===== src/include/intprio_pkg.sv =====
package intprio_pkg;

  // ------------------------------------------------------------
  // Sizes
  // ------------------------------------------------------------
  localparam int NUM_SRC     = 16;
  localparam int NUM_TRAP    = 4;
  localparam int PRIO_W      = 3;
  localparam int LEVEL_W     = 4;
  localparam int VEC_W       = 7;
  localparam int ADDR_W      = 4;
  localparam int DATA_W      = 16;
  localparam int IDX_W       = 4;
  localparam int TRAP_IDX_W  = 2;
  localparam int STACK_DEPTH = 8;
  localparam int DEPTH_W     = 4;
  localparam int DIS_W       = 14;

  // ------------------------------------------------------------
  // Register word addresses
  // ------------------------------------------------------------
  localparam logic [ADDR_W-1:0] REG_PRIO_ENC1_PWM1    = 4'h0;
  localparam logic [ADDR_W-1:0] REG_PRIO_FLT1_RTC_DMA = 4'h1;
  localparam logic [ADDR_W-1:0] REG_PRIO_CRC_SERIAL   = 4'h2;
  localparam logic [ADDR_W-1:0] REG_PRIO_CANTX_DMA    = 4'h3;
  localparam logic [ADDR_W-1:0] REG_PRIO_ENC2_FLT_PWM = 4'h4;
  localparam logic [ADDR_W-1:0] REG_PRIO_DAC          = 4'h5;
  localparam logic [ADDR_W-1:0] REG_LEVEL_VECTOR      = 4'h6;
  localparam logic [ADDR_W-1:0] REG_INT_CONTROL_ONE   = 4'h7;
  localparam logic [ADDR_W-1:0] REG_FLAG_STATUS       = 4'h8;
  localparam logic [ADDR_W-1:0] REG_ENABLE_CTRL       = 4'h9;
  localparam logic [ADDR_W-1:0] REG_CPU_LEVEL         = 4'ha;

  // ------------------------------------------------------------
  // Field layout and reset values
  // ------------------------------------------------------------
  localparam int NEST_DIS_BIT   = 15;
  localparam int STAT_LEVEL_LSB = 8;
  localparam int STAT_VEC_LSB   = 0;

  localparam logic [PRIO_W-1:0]  PRIO_RESET     = 3'h4;
  localparam logic [PRIO_W-1:0]  PRIO_OFF       = 3'h0;
  localparam logic [PRIO_W-1:0]  PRIO_TOP       = 3'h7;
  localparam logic [LEVEL_W-1:0] TRAP_LEVEL_MIN = 4'h8;
  localparam logic [VEC_W-1:0]   USER_VEC_BASE  = 7'h10;

  // Sources in tie order: encoder1, pwm1, fault1, calendar, dma5, checksum,
  // serial2 err, serial1 err, can tx, dma7, dma6, encoder2, fault2, pwm2,
  // dac left, dac right
  localparam logic [NUM_SRC-1:0][ADDR_W-1:0] SRC_REG = {
    4'h5, 4'h5, 4'h4, 4'h4, 4'h4, 4'h3, 4'h3, 4'h3,
    4'h2, 4'h2, 4'h2, 4'h1, 4'h1, 4'h1, 4'h0, 4'h0};
  localparam logic [NUM_SRC-1:0][3:0] SRC_LSB = {
    4'h8, 4'hc, 4'h4, 4'h8, 4'hc, 4'h0, 4'h4, 4'h8,
    4'h4, 4'h8, 4'hc, 4'h4, 4'h8, 4'hc, 4'h4, 4'h8};
  localparam int SRC_CAN_TX    = 8;
  localparam int SRC_DAC_LEFT  = 14;
  localparam int SRC_DAC_RIGHT = 15;

  // ------------------------------------------------------------
  // Carriers
  // ------------------------------------------------------------
  typedef struct packed {
    logic                    req;
    logic                    is_user;
    logic [VEC_W-1:0]        vec;
    logic [LEVEL_W-1:0]      level;
    logic [IDX_W-1:0]        idx;
  } irq_req_t;

  typedef struct packed {
    logic [NUM_SRC-1:0][PRIO_W-1:0]       prio;
    logic [NUM_SRC-1:0]                   flags;
    logic [NUM_SRC-1:0]                   en;
    logic [NUM_TRAP-1:0]                  trap;
    logic                                 nest_dis;
    logic [LEVEL_W-1:0]                   cpu_level;
    logic [STACK_DEPTH-1:0][LEVEL_W-1:0]  stack;
    logic [DEPTH_W-1:0]                   depth;
    logic [DIS_W-1:0]                     dis_cnt;
    logic                                 dis_act;
    irq_req_t                             irq;
    logic [DATA_W-1:0]                    rdata;
  } ctl_state_t;

  localparam ctl_state_t STATE_RESET = '{prio: {NUM_SRC{PRIO_RESET}}, default: '0};

endpackage


===== src/hw/prio_picker.sv =====
`timescale 1ns/1ps
module prio_picker #(
  parameter int N  = 16,
  parameter int PW = 3,
  parameter int IW = 4
) (
  input  wire logic [N-1:0]         req_in,
  input  wire logic [N-1:0][PW-1:0] prio_in,
  output logic                      found_out,
  output logic [IW-1:0]             idx_out,
  output logic [PW-1:0]             prio_out
);

  logic [N:0]         found_c;
  logic [N:0][PW-1:0] prio_c;
  logic [N:0][IW-1:0] idx_c;

  assign found_c[0] = 1'b0;
  assign prio_c[0]  = '0;
  assign idx_c[0]   = '0;

  // ------------------------------------------------------------
  // Chain: strict compare keeps the lowest index on a tie
  // ------------------------------------------------------------
  for (genvar i = 0; i < N; i++) begin : g_stage
    logic take;
    assign take         = req_in[i] && (!found_c[i] || (prio_in[i] > prio_c[i]));
    assign found_c[i+1] = found_c[i] | req_in[i];
    assign prio_c[i+1]  = take ? prio_in[i] : prio_c[i];
    assign idx_c[i+1]   = take ? IW'(i) : idx_c[i];
  end

  assign found_out = found_c[N];
  assign idx_out   = idx_c[N];
  assign prio_out  = prio_c[N];

endmodule


===== src/hw/interrupt_priority_control.sv =====
// Strobed register access and the register addresses were decided locally.
`timescale 1ns/1ps
// Function
// - Field value gives priority level one to seven
// - Zero priority field never produces a request
// - Priority fields reset to level four
// - Status bits 11-8 show new CPU level
// - Status bits 6-0 show the pending vector as driven on INT_VECTOR_OUT
// - Fields sit in the four three-bit slots
// - Unused bits read zero, writes ignored
// - Nesting disable blocks user-source preemption during service
// - Source requests only while enabled
// - Flag still set after return retriggers
// - Return restores the stacked CPU level
// - Trap repeats until its flag is cleared
// - CPU level seven masks all user sources
// - Traps ignore disables but must be above CPU level
// - Timed disable blocks levels one to six
// - Level seven passes during timed disable
// - Absent CAN or DAC sources stay inactive
// - Equal nonzero priorities still work
module interrupt_priority_control #(
  parameter bit HAS_CAN = 1'b1,
  parameter bit HAS_DAC = 1'b1
) (
  input  wire logic                                CLK_SYS_IN,
  input  wire logic                                RESET_N_IN,
  input  wire logic [intprio_pkg::ADDR_W-1:0]      ADDR_IN,
  input  wire logic [intprio_pkg::DATA_W-1:0]      WDATA_IN,
  input  wire logic                                WR_IN,
  input  wire logic                                RD_IN,
  output logic      [intprio_pkg::DATA_W-1:0]      RDATA_OUT,
  input  wire logic [intprio_pkg::NUM_SRC-1:0]     SRC_EVENT_IN,
  input  wire logic [intprio_pkg::NUM_TRAP-1:0]    TRAP_EVENT_IN,
  input  wire logic                                INT_ACK_IN,
  input  wire logic                                INT_RETURN_IN,
  input  wire logic                                DISABLE_START_IN,
  input  wire logic [intprio_pkg::DIS_W-1:0]       DISABLE_CYCLES_IN,
  output logic                                     INT_REQ_OUT,
  output logic      [intprio_pkg::VEC_W-1:0]       INT_VECTOR_OUT,
  output logic      [intprio_pkg::LEVEL_W-1:0]     INT_LEVEL_OUT,
  output logic      [intprio_pkg::LEVEL_W-1:0]     CPU_LEVEL_OUT,
  output logic                                     DISABLE_ACTIVE_OUT
);

  intprio_pkg::ctl_state_t s_reg;
  intprio_pkg::ctl_state_t s_next;

  logic [intprio_pkg::NUM_SRC-1:0]    present;
  logic [intprio_pkg::NUM_SRC-1:0]    eligible;
  logic                               pick_found;
  logic [intprio_pkg::IDX_W-1:0]      pick_idx;
  logic [intprio_pkg::PRIO_W-1:0]     pick_prio;
  logic [intprio_pkg::LEVEL_W-1:0]    pick_level;
  logic                               user_ok;
  logic                               trap_any;
  logic [intprio_pkg::TRAP_IDX_W-1:0] trap_idx;
  logic [intprio_pkg::LEVEL_W-1:0]    trap_level;
  logic                               trap_ok;
  logic                               taken;
  logic [intprio_pkg::LEVEL_W-1:0]    stack_top;
  logic [intprio_pkg::DATA_W-1:0]     rd_word;

  // ------------------------------------------------------------
  // Source qualification
  // ------------------------------------------------------------
  always_comb begin
    present = '1;
    present[intprio_pkg::SRC_CAN_TX]    = HAS_CAN;
    present[intprio_pkg::SRC_DAC_LEFT]  = HAS_DAC;
    present[intprio_pkg::SRC_DAC_RIGHT] = HAS_DAC;
  end

  for (genvar i = 0; i < intprio_pkg::NUM_SRC; i++) begin : g_elig
    // Zero field means disabled; flag and enable alone are not enough
    assign eligible[i] = s_reg.flags[i] & s_reg.en[i] & present[i]
                         & (s_reg.prio[i] != intprio_pkg::PRIO_OFF);
  end

  prio_picker #(
    .N  (intprio_pkg::NUM_SRC),
    .PW (intprio_pkg::PRIO_W),
    .IW (intprio_pkg::IDX_W)
  ) u_picker (
    .req_in    (eligible),
    .prio_in   (s_reg.prio),
    .found_out (pick_found),
    .idx_out   (pick_idx),
    .prio_out  (pick_prio)
  );

  // ------------------------------------------------------------
  // Acceptance
  // ------------------------------------------------------------
  always_comb begin
    pick_level = {1'b0, pick_prio};
    // Equal levels fall to the index tie break, so a flat scheme still works
    user_ok = pick_found && (pick_level > s_reg.cpu_level)
              && !((s_reg.dis_cnt != '0) && (pick_prio != intprio_pkg::PRIO_TOP))
              && !(s_reg.nest_dis && (s_reg.depth != '0));
    trap_any = |s_reg.trap;
    trap_idx = '0;
    for (int t = 0; t < intprio_pkg::NUM_TRAP; t++) begin
      if (s_reg.trap[t]) begin
        trap_idx = intprio_pkg::TRAP_IDX_W'(t);
      end
    end
    trap_level = intprio_pkg::TRAP_LEVEL_MIN + intprio_pkg::LEVEL_W'(trap_idx);
    // Only a higher trap can interrupt a trap; no disable reaches here
    trap_ok   = trap_any && (trap_level > s_reg.cpu_level);
    taken     = INT_ACK_IN && s_reg.irq.req;
    stack_top = (s_reg.depth != '0) ? s_reg.stack[3'(s_reg.depth - 4'h1)] : '0;
  end

  // ------------------------------------------------------------
  // Read mux
  // ------------------------------------------------------------
  always_comb begin
    rd_word = '0;
    for (int i = 0; i < intprio_pkg::NUM_SRC; i++) begin
      if (ADDR_IN == intprio_pkg::SRC_REG[i]) begin
        rd_word[intprio_pkg::SRC_LSB[i] +: intprio_pkg::PRIO_W] = s_reg.prio[i];
      end
    end
    case (ADDR_IN)
      intprio_pkg::REG_LEVEL_VECTOR: begin
        rd_word[intprio_pkg::STAT_LEVEL_LSB +: intprio_pkg::LEVEL_W] = s_reg.irq.level;
        rd_word[intprio_pkg::STAT_VEC_LSB +: intprio_pkg::VEC_W]     = s_reg.irq.vec;
      end
      intprio_pkg::REG_INT_CONTROL_ONE: begin
        rd_word[intprio_pkg::NEST_DIS_BIT]      = s_reg.nest_dis;
        rd_word[intprio_pkg::NUM_TRAP-1:0]      = s_reg.trap;
      end
      intprio_pkg::REG_FLAG_STATUS: rd_word = s_reg.flags;
      intprio_pkg::REG_ENABLE_CTRL: rd_word = s_reg.en;
      intprio_pkg::REG_CPU_LEVEL:   rd_word[intprio_pkg::LEVEL_W-1:0] = s_reg.cpu_level;
      default: ;
    endcase
  end

  // ------------------------------------------------------------
  // Next state
  // ------------------------------------------------------------
  always_comb begin
    s_next       = s_reg;
    s_next.rdata = RD_IN ? rd_word : '0;

    if (WR_IN) begin
      for (int i = 0; i < intprio_pkg::NUM_SRC; i++) begin
        if (ADDR_IN == intprio_pkg::SRC_REG[i]) begin
          s_next.prio[i] = WDATA_IN[intprio_pkg::SRC_LSB[i] +: intprio_pkg::PRIO_W];
        end
      end
      case (ADDR_IN)
        intprio_pkg::REG_INT_CONTROL_ONE: begin
          s_next.nest_dis = WDATA_IN[intprio_pkg::NEST_DIS_BIT];
          // Handler clears its trap by writing a one to the flag
          s_next.trap = s_reg.trap & ~WDATA_IN[intprio_pkg::NUM_TRAP-1:0];
        end
        intprio_pkg::REG_FLAG_STATUS: s_next.flags = s_reg.flags & ~WDATA_IN;
        intprio_pkg::REG_ENABLE_CTRL: s_next.en = WDATA_IN;
        intprio_pkg::REG_CPU_LEVEL: begin
          // Software may only move between user levels; traps own the rest
          if (s_reg.cpu_level < intprio_pkg::TRAP_LEVEL_MIN) begin
            s_next.cpu_level = {1'b0, WDATA_IN[intprio_pkg::PRIO_W-1:0]};
          end
        end
        default: ;
      endcase
    end

    // Events land after clears so a same-cycle event is never lost
    s_next.flags = s_next.flags | SRC_EVENT_IN;
    s_next.trap  = s_next.trap | TRAP_EVENT_IN;

    if (DISABLE_START_IN) begin
      s_next.dis_cnt = DISABLE_CYCLES_IN;
    end else if (s_reg.dis_cnt != '0) begin
      s_next.dis_cnt = s_reg.dis_cnt - 14'h1;
    end
    // Registered so the active flag leaves a flop with no logic behind it
    s_next.dis_act = (s_next.dis_cnt != '0);

    if (taken) begin
      // Deeper nesting than the stack holds is not saved; level still rises
      if (s_reg.depth != intprio_pkg::DEPTH_W'(intprio_pkg::STACK_DEPTH)) begin
        s_next.stack[s_reg.depth[2:0]] = s_reg.cpu_level;
        s_next.depth = s_reg.depth + 4'h1;
      end
      s_next.cpu_level = s_reg.irq.level;
    end else if (INT_RETURN_IN && (s_reg.depth != '0)) begin
      s_next.cpu_level = stack_top;
      s_next.depth     = s_reg.depth - 4'h1;
    end

    // Request is re-derived every cycle, so a flag left set is taken again
    s_next.irq = '0;
    if (!taken) begin
      if (trap_ok) begin
        s_next.irq.req   = 1'b1;
        s_next.irq.vec   = intprio_pkg::VEC_W'(trap_idx);
        s_next.irq.level = trap_level;
      end else if (user_ok) begin
        s_next.irq.req     = 1'b1;
        s_next.irq.is_user = 1'b1;
        s_next.irq.vec     = intprio_pkg::USER_VEC_BASE + intprio_pkg::VEC_W'(pick_idx);
        s_next.irq.level   = pick_level;
        s_next.irq.idx     = pick_idx;
      end
    end
  end

  always_ff @(posedge CLK_SYS_IN or negedge RESET_N_IN) begin
    if (!RESET_N_IN) begin
      s_reg <= intprio_pkg::STATE_RESET;
    end else begin
      s_reg <= s_next;
    end
  end

  // ------------------------------------------------------------
  // Outputs
  // ------------------------------------------------------------
  assign RDATA_OUT          = s_reg.rdata;
  assign INT_REQ_OUT        = s_reg.irq.req;
  assign INT_VECTOR_OUT     = s_reg.irq.vec;
  assign INT_LEVEL_OUT      = s_reg.irq.level;
  assign CPU_LEVEL_OUT      = s_reg.cpu_level;
  assign DISABLE_ACTIVE_OUT = s_reg.dis_act;

  // ------------------------------------------------------------
  // Checks
  // ------------------------------------------------------------
  logic user_req;
  logic en_hit;
  logic elig_hit;
  assign user_req = s_reg.irq.req && s_reg.irq.is_user;
  assign en_hit   = s_reg.en[pick_idx];
  assign elig_hit = eligible[pick_idx];
endmodule


===== config.mk =====
export PLATFORM = sky130hd
export DESIGN_NAME = interrupt_priority_control
export DESIGN_NICKNAME = d
export VERILOG_FILES = /design/src/include/intprio_pkg.sv /design/src/hw/prio_picker.sv /design/src/hw/interrupt_priority_control.sv
export SDC_FILE = /design/constraint.sdc
export NUM_CORES = 1
export LEC_CHECK = 0
export BUFFER_PORTS_ARGS = -buffer_cell sky130_fd_sc_hd__buf_2
export CAP_MARGIN = 20
export CORE_MARGIN = 8
export CORE_UTILIZATION = 30
export CTS_CLUSTER_DIAMETER = 60
export DETAILED_ROUTE_END_ITERATION = 8
export GPL_TIMING_DRIVEN = 1
export PLACE_DENSITY = 0.57
export SLEW_MARGIN = 20
export SYNTH_ARGS = -nofsm -noshare
export SYNTH_HDL_FRONTEND = slang
export SYNTH_SLANG_ARGS = --single-unit

===== constraint.sdc =====
create_clock -name CLK_SYS_IN -period 34.8 [get_ports CLK_SYS_IN]
set_input_delay 0 -clock CLK_SYS_IN [delete_from_list [all_inputs] [get_ports CLK_SYS_IN]]
set_output_delay 0 -clock CLK_SYS_IN [all_outputs]
set_load 0.01 [all_outputs]

# Word-level counts from Yosys, hierarchy flattened
# Cells that the tools add are included.
dict set report totals {
  reg_bits 168
  inputBits 61
  out_inout_bits 33
  word_cells 302
}
dict set report classes {
  n_addsub 5
  order_cmp 21
  n_eq_ne 13
  muxes 82
  n_bitwise 53
  n_reduce_logical 92
}
# op count
set op_table {}
lappend op_table {{4-bit 2-to-1 mux} 25}
lappend op_table {{3-bit 2-to-1 mux} 32}
lappend op_table {{3-bit nonzero test} 19}
lappend op_table {{16-bit 2-to-1 mux} 3}
lappend op_table {{3-bit greater-than comparator} 15}
lappend op_table {{41-bit 2-to-1 mux} 1}
lappend op_table {{17-bit 2-to-1 mux} 2}
lappend op_table {{1-bit AND} 32}
lappend op_table {{32-bit bitwise mux} 1}
lappend op_table {{14-bit 2-to-1 mux} 2}
lappend op_table {{14-bit nonzero test} 2}
lappend op_table {{1-bit logical AND} 24}
lappend op_table {{4-bit case mux with 5 select lines} 1}
lappend op_table {{2-bit AND reduction} 10}
lappend op_table {{1-bit zero test} 17}
lappend op_table {{16-bit AND} 1}
lappend op_table {{4-bit by 3-bit == test with 1-bit output (second input constant)} 4}
lappend op_table {{16-bit NOT} 1}
lappend op_table {{16-bit OR} 1}
lappend op_table {{1-bit logical OR} 15}
lappend op_table {{1-bit OR} 15}
lappend op_table {{14-bit by 1-bit subtractor with 14-bit output (second input constant)} 1}
lappend op_table {{4-bit binary-select mux with 3-bit select} 1}
lappend op_table {{4-bit demux with 3-bit select} 1}
lappend op_table {{32 further kinds} 40}

# Logic depth before layout (Yosys ltp)
# Gate-level depths: netlist of run 1.
dict set report logic_depth {
  ltp_word 71
  depth_mapped 123
  depth_no_buf 123
}

# Modules after synthesis
# From an unflattened synthesis of run 1, not the netlist that was laid out.
dict set report hier_totals {
  hier_cells 1098
  hier_area_um2 10851.7
}
# module instances cells_per_inst area_each_um2 seq_area_each_um2
set by_module_without_submodules {}
lappend by_module_without_submodules {interrupt_priority_control 1 702 8142.8 4174.0}
lappend by_module_without_submodules {prio_picker 1 396 2708.8 0.0}

# Worst setup path after synthesis of run 1
# OpenSTA, ideal clock, no wires.
dict set report synth_path {
  path_type {register -> register}
  from {register s_reg[127] in the netlist's numbering}
  to {register s_reg (netlist bit INT_LEVEL_OUT[0])}
  setup_time_ps 94
  t_arrival_ps 21440
  t_required_ps 34706
  path_slack_ps 13266
  path_stages_with_launch 121
  cell_sequence {dfstp_2 -> and3_1 -> inv_2 -> ha_1 -> nand3_1 -> o21ai_0 -> o21ai_2 -> and2_1 -> mux2_2 -> ha_1 -> or3b_1 -> a21oi_1 -> nand3_1 -> a32o_1 -> a21oi_1 -> nand2_1 -> mux2_2 -> ha_1 -> [85 not listed] -> o21ai_1 -> o211ai_1 -> o21ai_0 -> ha_1 -> a21o_1 -> a21oi_1 -> a31oi_1 -> o21ba_2 -> inv_1 -> and2_1 -> a31o_1 -> ha_1 -> a311oi_1 -> o211ai_1 -> a21oi_1 -> nand2_1 -> o31a_1 -> a211oi_1}
}
# item line_no
set synth_lines {}
lappend synth_lines {{from (decl)} interrupt_priority_control.sv:46} ;# intprio_pkg::ctl_state_t s_reg;
lappend synth_lines {{from (signal assigned)} interrupt_priority_control.sv:215} ;# s_reg <= intprio_pkg::STATE_RESET;
lappend synth_lines {{from (signal assigned)} interrupt_priority_control.sv:217} ;# s_reg <= s_next;

==> metrics, run 1 <==
DR iter-0 viols=701; Area Growth Syn to Fin=18.41%; Post-synth EDFFs=0; nets@finish=1338; max-cap viol count=0; WS Path Type=reg2reg; via count=9485; final setup fails=0; layout cells sized above 1=22.42%; CP Data Required Time=35.12 ns; Hold Slack=0.01987 ns; DRT antenna net count=0; Final Hold Violating Endpoints=0; clk slew on worst S/H paths=0.07 ns; Mean Syn Cell Area=9.446 µm²; clk_lat worst skew=0.43 ns; number of buffers created by CTS=17; CTS Buffer Depth=2; I/O pin count=94; fin crit period=24.36 ns; actual slew at the worst max-slew pin=1.134 ns; CP Max Fanout=8; fmax=41.06 MHz; CP max stage delay=0.56 ns; max FFs per register=135; Max H-tree Level=4; vias in the first global route=9225; worst path arrival time=24.67 ns; Setup TNS=0 ns; Routed wire per std cell=20.28 µm; routability cong.=0.9446; storage element area=4174 µm²; Pleak=5.275 nW; Worst setup EP type=register; largest cells by area after synthesis=dfrtp_1 35%, mux2_2 9.9%, nand2_1 4.7%, dfstp_2 3.9%, ha_1 3.3%; Yosys cell types=93; CP most frequent cell=ha_1; CORE AREA=35400 µm²; fraction of registers with async set or reset after synthesis=100.0%; DIE HEIGHT=204.9 µm; Ys Warns=0; clock network power share=18.3%; largest net degree at the start of global routing=98; Total GRT Usage=16.46%; FP Rows=69; first-pass GRT wire length=54.06 mm; count leader, synth=dfrtp_1; met1 Track Usage GR=23.04%; Die Wd=204.9 µm; switching share of power=43.86%; # port buffers=91; M3 GR Usage=2.498%; predominant post-synthesis flop cell=dfrtp_1; Post-Syn Area=10700 µm²; status=completed; max-slew violation count=0; sequential share of power=29.8%; sequential fraction of the synthesis area=39.00%; Yosys top cell area share=35.07%; Crit-path slowest cell=dfstp_2; Root Buffer=clkbuf_16; RSZ-0062 raised after global routing=false; crit start category=register; Starting Density=30.24%; CTS tree=done; Die ar.=41980 µm²; Slew HR=23.85%; Peak VDD IR=0.00003350 V; P_int=0.5793 mW; Multi-input gate area=6025 µm²; vias per cell=5.495; worst hold path type=in2reg; post-route DRC violation count=0; routing usage on met2=25.91%; CTS Sinks=166; Cells after Synth=1133; Synth area leader=dfrtp_1; Overflow after GRT=0; logic gate share of total power=51.9%; crit share post-route=69.99%; Pwr Density=81.42 nW/µm²; Total Routed Length=35.01 mm; Pre-antenna DRT Iters=5; Psw=0.4526 mW; Seq cells post-synth=166; fill cell count=3616; initial antenna violation count=1; Worst Skew=0.01159 ns; Commonest cells post-synth=150 x dfrtp_1, 133 x nand2_1, 94 x mux2_2; DP HPWL=25.93 mm; Top Usage Layer GRT=met2
-- power groups by stage --
| stage | logic, mW | clock network (mW) | registers, mW |
|---|---|---|---|
| 6_report | 0.535 | 0.189 | 0.308 |
| 5_1_grt | 0.599 | 0.200 | 0.316 |
| 4_1_cts | 0.532 | 0.193 | 0.308 |
| 3_5_place_dp | 0.524 | 0 | 0.311 |
| 3_3_place_gp | 0.516 | 0 | 0.310 |
| 2_1_floorplan | 0.429 | 0 | 0.273 |
-- worst max-delay path, delay by kind of cell (launching register included) --
| family | cells | cell delay (ns) |
|---|---|---|
| adders and majority gates | 19 | 5.05 |
| muxes | 3 | 0.96 |
| and+or+nand+nor | 44 | 6.84 |
| DFF | 1 | 0.56 |
| AOI/OAI and AO/OA | 49 | 10.31 |
| buffers and inverters | 6 | 0.48 |
-- cells in the final DEF, fill, tap and decap left out, types with 15 or more instances in the layout --
cell type and n:
nand3_1 43, clkbuf_16 17, dfstp_2 16, mux2_2 94, a21o_1 25, inv_1 39, o21ai_0 61, ha_1 28
dlygate4sd3_1 67, dfrtp_1 150, a21oi_1 67, buf_2 90, nor2b_1 15, a22oi_1 15, nand2_1 133, nor2_1 75
nor3_1 28, a31oi_1 19
-- layout make-up --
class	instances	share of cell area, %
antenna	3	0.05924
clock buffer	21	3.633
clock inverter	11	0.9280
inverter	40	1.185
multi-input combinational	862	47.54
sequential	166	32.94
tap	461	4.551
timing repair buffer	162	9.172
-- logic make-up (layout without fill, tap and decap cells) --
family                   after synthesis  after routing  share of synthesized area (%)
AO/OA/AOI/OAI                        327            327                          22.04
AND/OR/NAND/NOR                      376            376                          16.86
buffers and inverters                106            234                          4.840
flip-flops                           166            166                          39.00
other                                  1              5                        0.03504
multiplexers                         114            114                          12.70
XOR/XNOR                              12             12                         0.9821
adder cells (fa/ha/maj)               31             31                          3.554
-- routing by layer --
| metal | part of all wire [%] | wire length (µm) |
|---|---|---|
| met5 | 0 | 0 |
| met2 | 45 | 15920 |
| met1 | 46 | 16020 |
| met3 | 7.0 | 2444 |
| met4 | 1.8 | 628 |
-- timing repair --
| action | CTS | global route |
|---|---|---|
| buffers inserted | 0 | 0 |
| gates resized for setup | 0 | 0 |
| hold buffers | 67 | 0 |
| hold endpoints to repair | 157 | 0 |
-- metrics by stage --
| step | cells | power [mW] | util, % | instance area, µm² | setup slack (ns) |
|---|---|---|---|---|---|
| finish | 1726 | 1.032 | 35.80 | 12670 | 10.44 |
| global route | 1723 | 1.115 | 35.78 | 12670 | 8.311 |
| CTS | 1723 | 1.032 | 35.77 | 12660 | 10.71 |
| detailed placement | 1624 | 0.8355 | 32.24 | 11410 | 10.81 |
| global placement | 1624 | 0.8261 | 32.24 | 11410 | 11.42 |
| floorplan | 1134 | 0.7017 | - | 10710 | 13.27 |
-- path summary, 6_finish.rpt --
check	startpoint	to	slack, ns	cells after the start
worst min-delay path	WDATA_IN[4]	s_reg[137]$_DFFE_PN0P_	0.02	2
worst max register to register	s_reg[127]$_DFFE_PN1P_	INT_VECTOR_OUT[0]$_DFF_PN0_	10.44	121
worst max-delay path	s_reg[127]$_DFFE_PN1P_	INT_VECTOR_OUT[0]$_DFF_PN0_	10.44	121
max in group asynchronous	RESET_N_IN	s_reg[147]$_DFFE_PN0P_	33.09	3
min in group asynchronous	RESET_N_IN	s_reg[50]$_DFFE_PN0P_	0.23	2
worst min register to register	s_reg[65]$_DFFE_PN0P_	s_reg[65]$_DFFE_PN0P_	0.48	2
Note: power is estimated with default switching activity, not from simulation.
==> run 2: changes to the inputs <==
PLACE_DENSITY = 0.58   (was 0.57)
clock period = 20.7 ns   (was 34.8 ns; I/O delays follow)
==> metrics, run 2 (synthesis results as in run 1) <==
CP max stage delay=0.53 ns; Worst Hold Path EP=s_reg[131]$_DFFE_PN0P_; post-route DRC violation count=0; Metal-1 WL=16.88 mm; Overflow after GRT=0; fin worst setup slack=-0.4045 ns; Register-to-Register Path Depth=120; storage element area=4175 µm²; vias in the first global route=9805; final setup fails=9; min-delay src=WDATA_IN[12]; Core Util, Final=40.19%; actual slew at the worst max-slew pin=1.244 ns; first-pass GRT wire length=56.79 mm; Max H-tree Level=4; violated checks=setup timing; top layer in use=met4; CP startpoint=s_reg[127]$_DFFE_PN1P_; CORE AREA=35400 µm²; Design Area, Final=14230 µm²; R2R Setup Slk=-0.40 ns; CTS Buffer Depth=2; Hold Slack=0.01391 ns; DRT antenna net count=0; fmax=47.38 MHz; Pre-antenna DRT Iters=5; Routed wire per std cell=20.21 µm; max FFs per register=135; most common cell after layout, fill and taps aside=dfrtp_1; CTS Sinks=166; number of buffers created by CTS=17; Routed met2 length=17.04 mm; layout cells sized above 1=35.38%; max-slew violation count=0; Ant. Diodes=0; CP most frequent cell=ha_4; DR iter-0 viols=864; Crit-path slowest cell=dfstp_2; DIE HEIGHT=204.9 µm; fin crit period=21.10 ns; Total GRT Usage=17.14%; # port buffers=91; vias per cell=5.453; Pleak=5.919 nW; Worst Skew=0.01097 ns; largest net degree at the start of global routing=96; crit start category=register; most frequent cells in the layout=149 x dfrtp_1, 126 x nand2_1, 107 x buf_4; CP Max Fanout=5; clk_lat worst skew=0.44 ns; fill cell count=3480; nets@finish=1447; Die ar.=41980 µm²; Root Buffer=clkbuf_16; via count=9990; met3 routed WL=2.256 mm; worst hold path type=in2reg; Peak VDD IR=0.00007643 V; RSZ-0062 raised after global routing=true; Placed Instance Area=11890 µm²; Slew HR=16.38%; clk slew on worst S/H paths=0.07 ns; routability cong.=0.8831; max-cap viol count=0; Final Hold Violating Endpoints=0; Multi-input gate area=6696 µm²; CP Data Required Time=20.97 ns; status=complete, but fails checks; Pwr Density=164.7 nW/µm²; Crit Reg-Reg Endpoint=INT_VECTOR_OUT[0]$_DFF_PN0_; crit share post-route=102.0%; WS Path Type=reg2reg; DP HPWL=26.16 mm; I/O pin count=94; Worst setup EP type=register; Worst R2R Start=s_reg[127]$_DFFE_PN1P_; Die Wd=204.9 µm; Setup TNS=-3.301 ns; worst hold stages=2; Area Growth Syn to Fin=32.92%; total power=2.343 mW; initial antenna violation count=0; CTS tree=done; FP Rows=69; Starting Density=30.24%; worst path arrival time=21.37 ns; Total Routed Length=37.02 mm
run 2: layout make-up:
type	instances	share of cell area (%)
multi-input cells	862	47.07
inverters	40	1.091
flip-flops and latches	166	29.35
repair buffers	271	14.05
clock buffers	20	3.210
well taps	461	4.055
clock inverters	12	1.170
run 2: per-layer routing:
layer | up-vias | GRT usage, %
li1 | 4645 | -
met5 | - | 0
met1 | 4909 | 24.12
met4 | 0 | 5.131
met2 | 375 | 26.92
met3 | 61 | 2.451
run 2: per-stage QoR:
| stage | instances | setup slack (ns) |
|---|---|---|
| global route | 1832 | -1.346 |
| global placement | 1661 | -0.2029 |
| CTS | 1817 | 0.01418 |
| floorplan | 1134 | 0.03639 |
| detailed placement | 1661 | -0.6178 |
| finish | 1832 | -0.4045 |
run 2: critical path, delay by kind of cell (launching register included):
family                   cells  cell delay [ns]
flip-flops                   1             0.53
AND/OR/NAND/NOR             41             5.86
adder cells (fa/ha/maj)     19             4.72
buffers and inverters        9             0.88
multiplexers                 3             0.91
AO/OA/AOI/OAI               48             7.97
run 2: worst max path at each step:
stage	slack, ns	endpoint	cells after the start
global placement	-0.20	INT_VECTOR_OUT[0]$_DFF_PN0_	121
finish	-0.40	INT_VECTOR_OUT[0]$_DFF_PN0_	120
floorplan	0.04	INT_VECTOR_OUT[0]$_DFF_PN0_	119
global route	-1.35	INT_VECTOR_OUT[0]$_DFF_PN0_	124
CTS	0.01	INT_VECTOR_OUT[0]$_DFF_PN0_	121
detailed placement	-0.62	INT_VECTOR_OUT[0]$_DFF_PN0_	122
run 2: where the power goes:
group / switching (mW) / internal [mW]
Clock: 0.145 / 0.199
Combinational: 0.725 / 0.757
Sequential: 0.110 / 0.407
run 2: timing repair:
item,4_1_cts,5_1_grt
resized for setup,26,66
pin swaps,66,70
hold buffers,70,0
endpoints found under the hold margin,181,0
endpoints found under the setup margin,9,9
buffers inserted,54,16
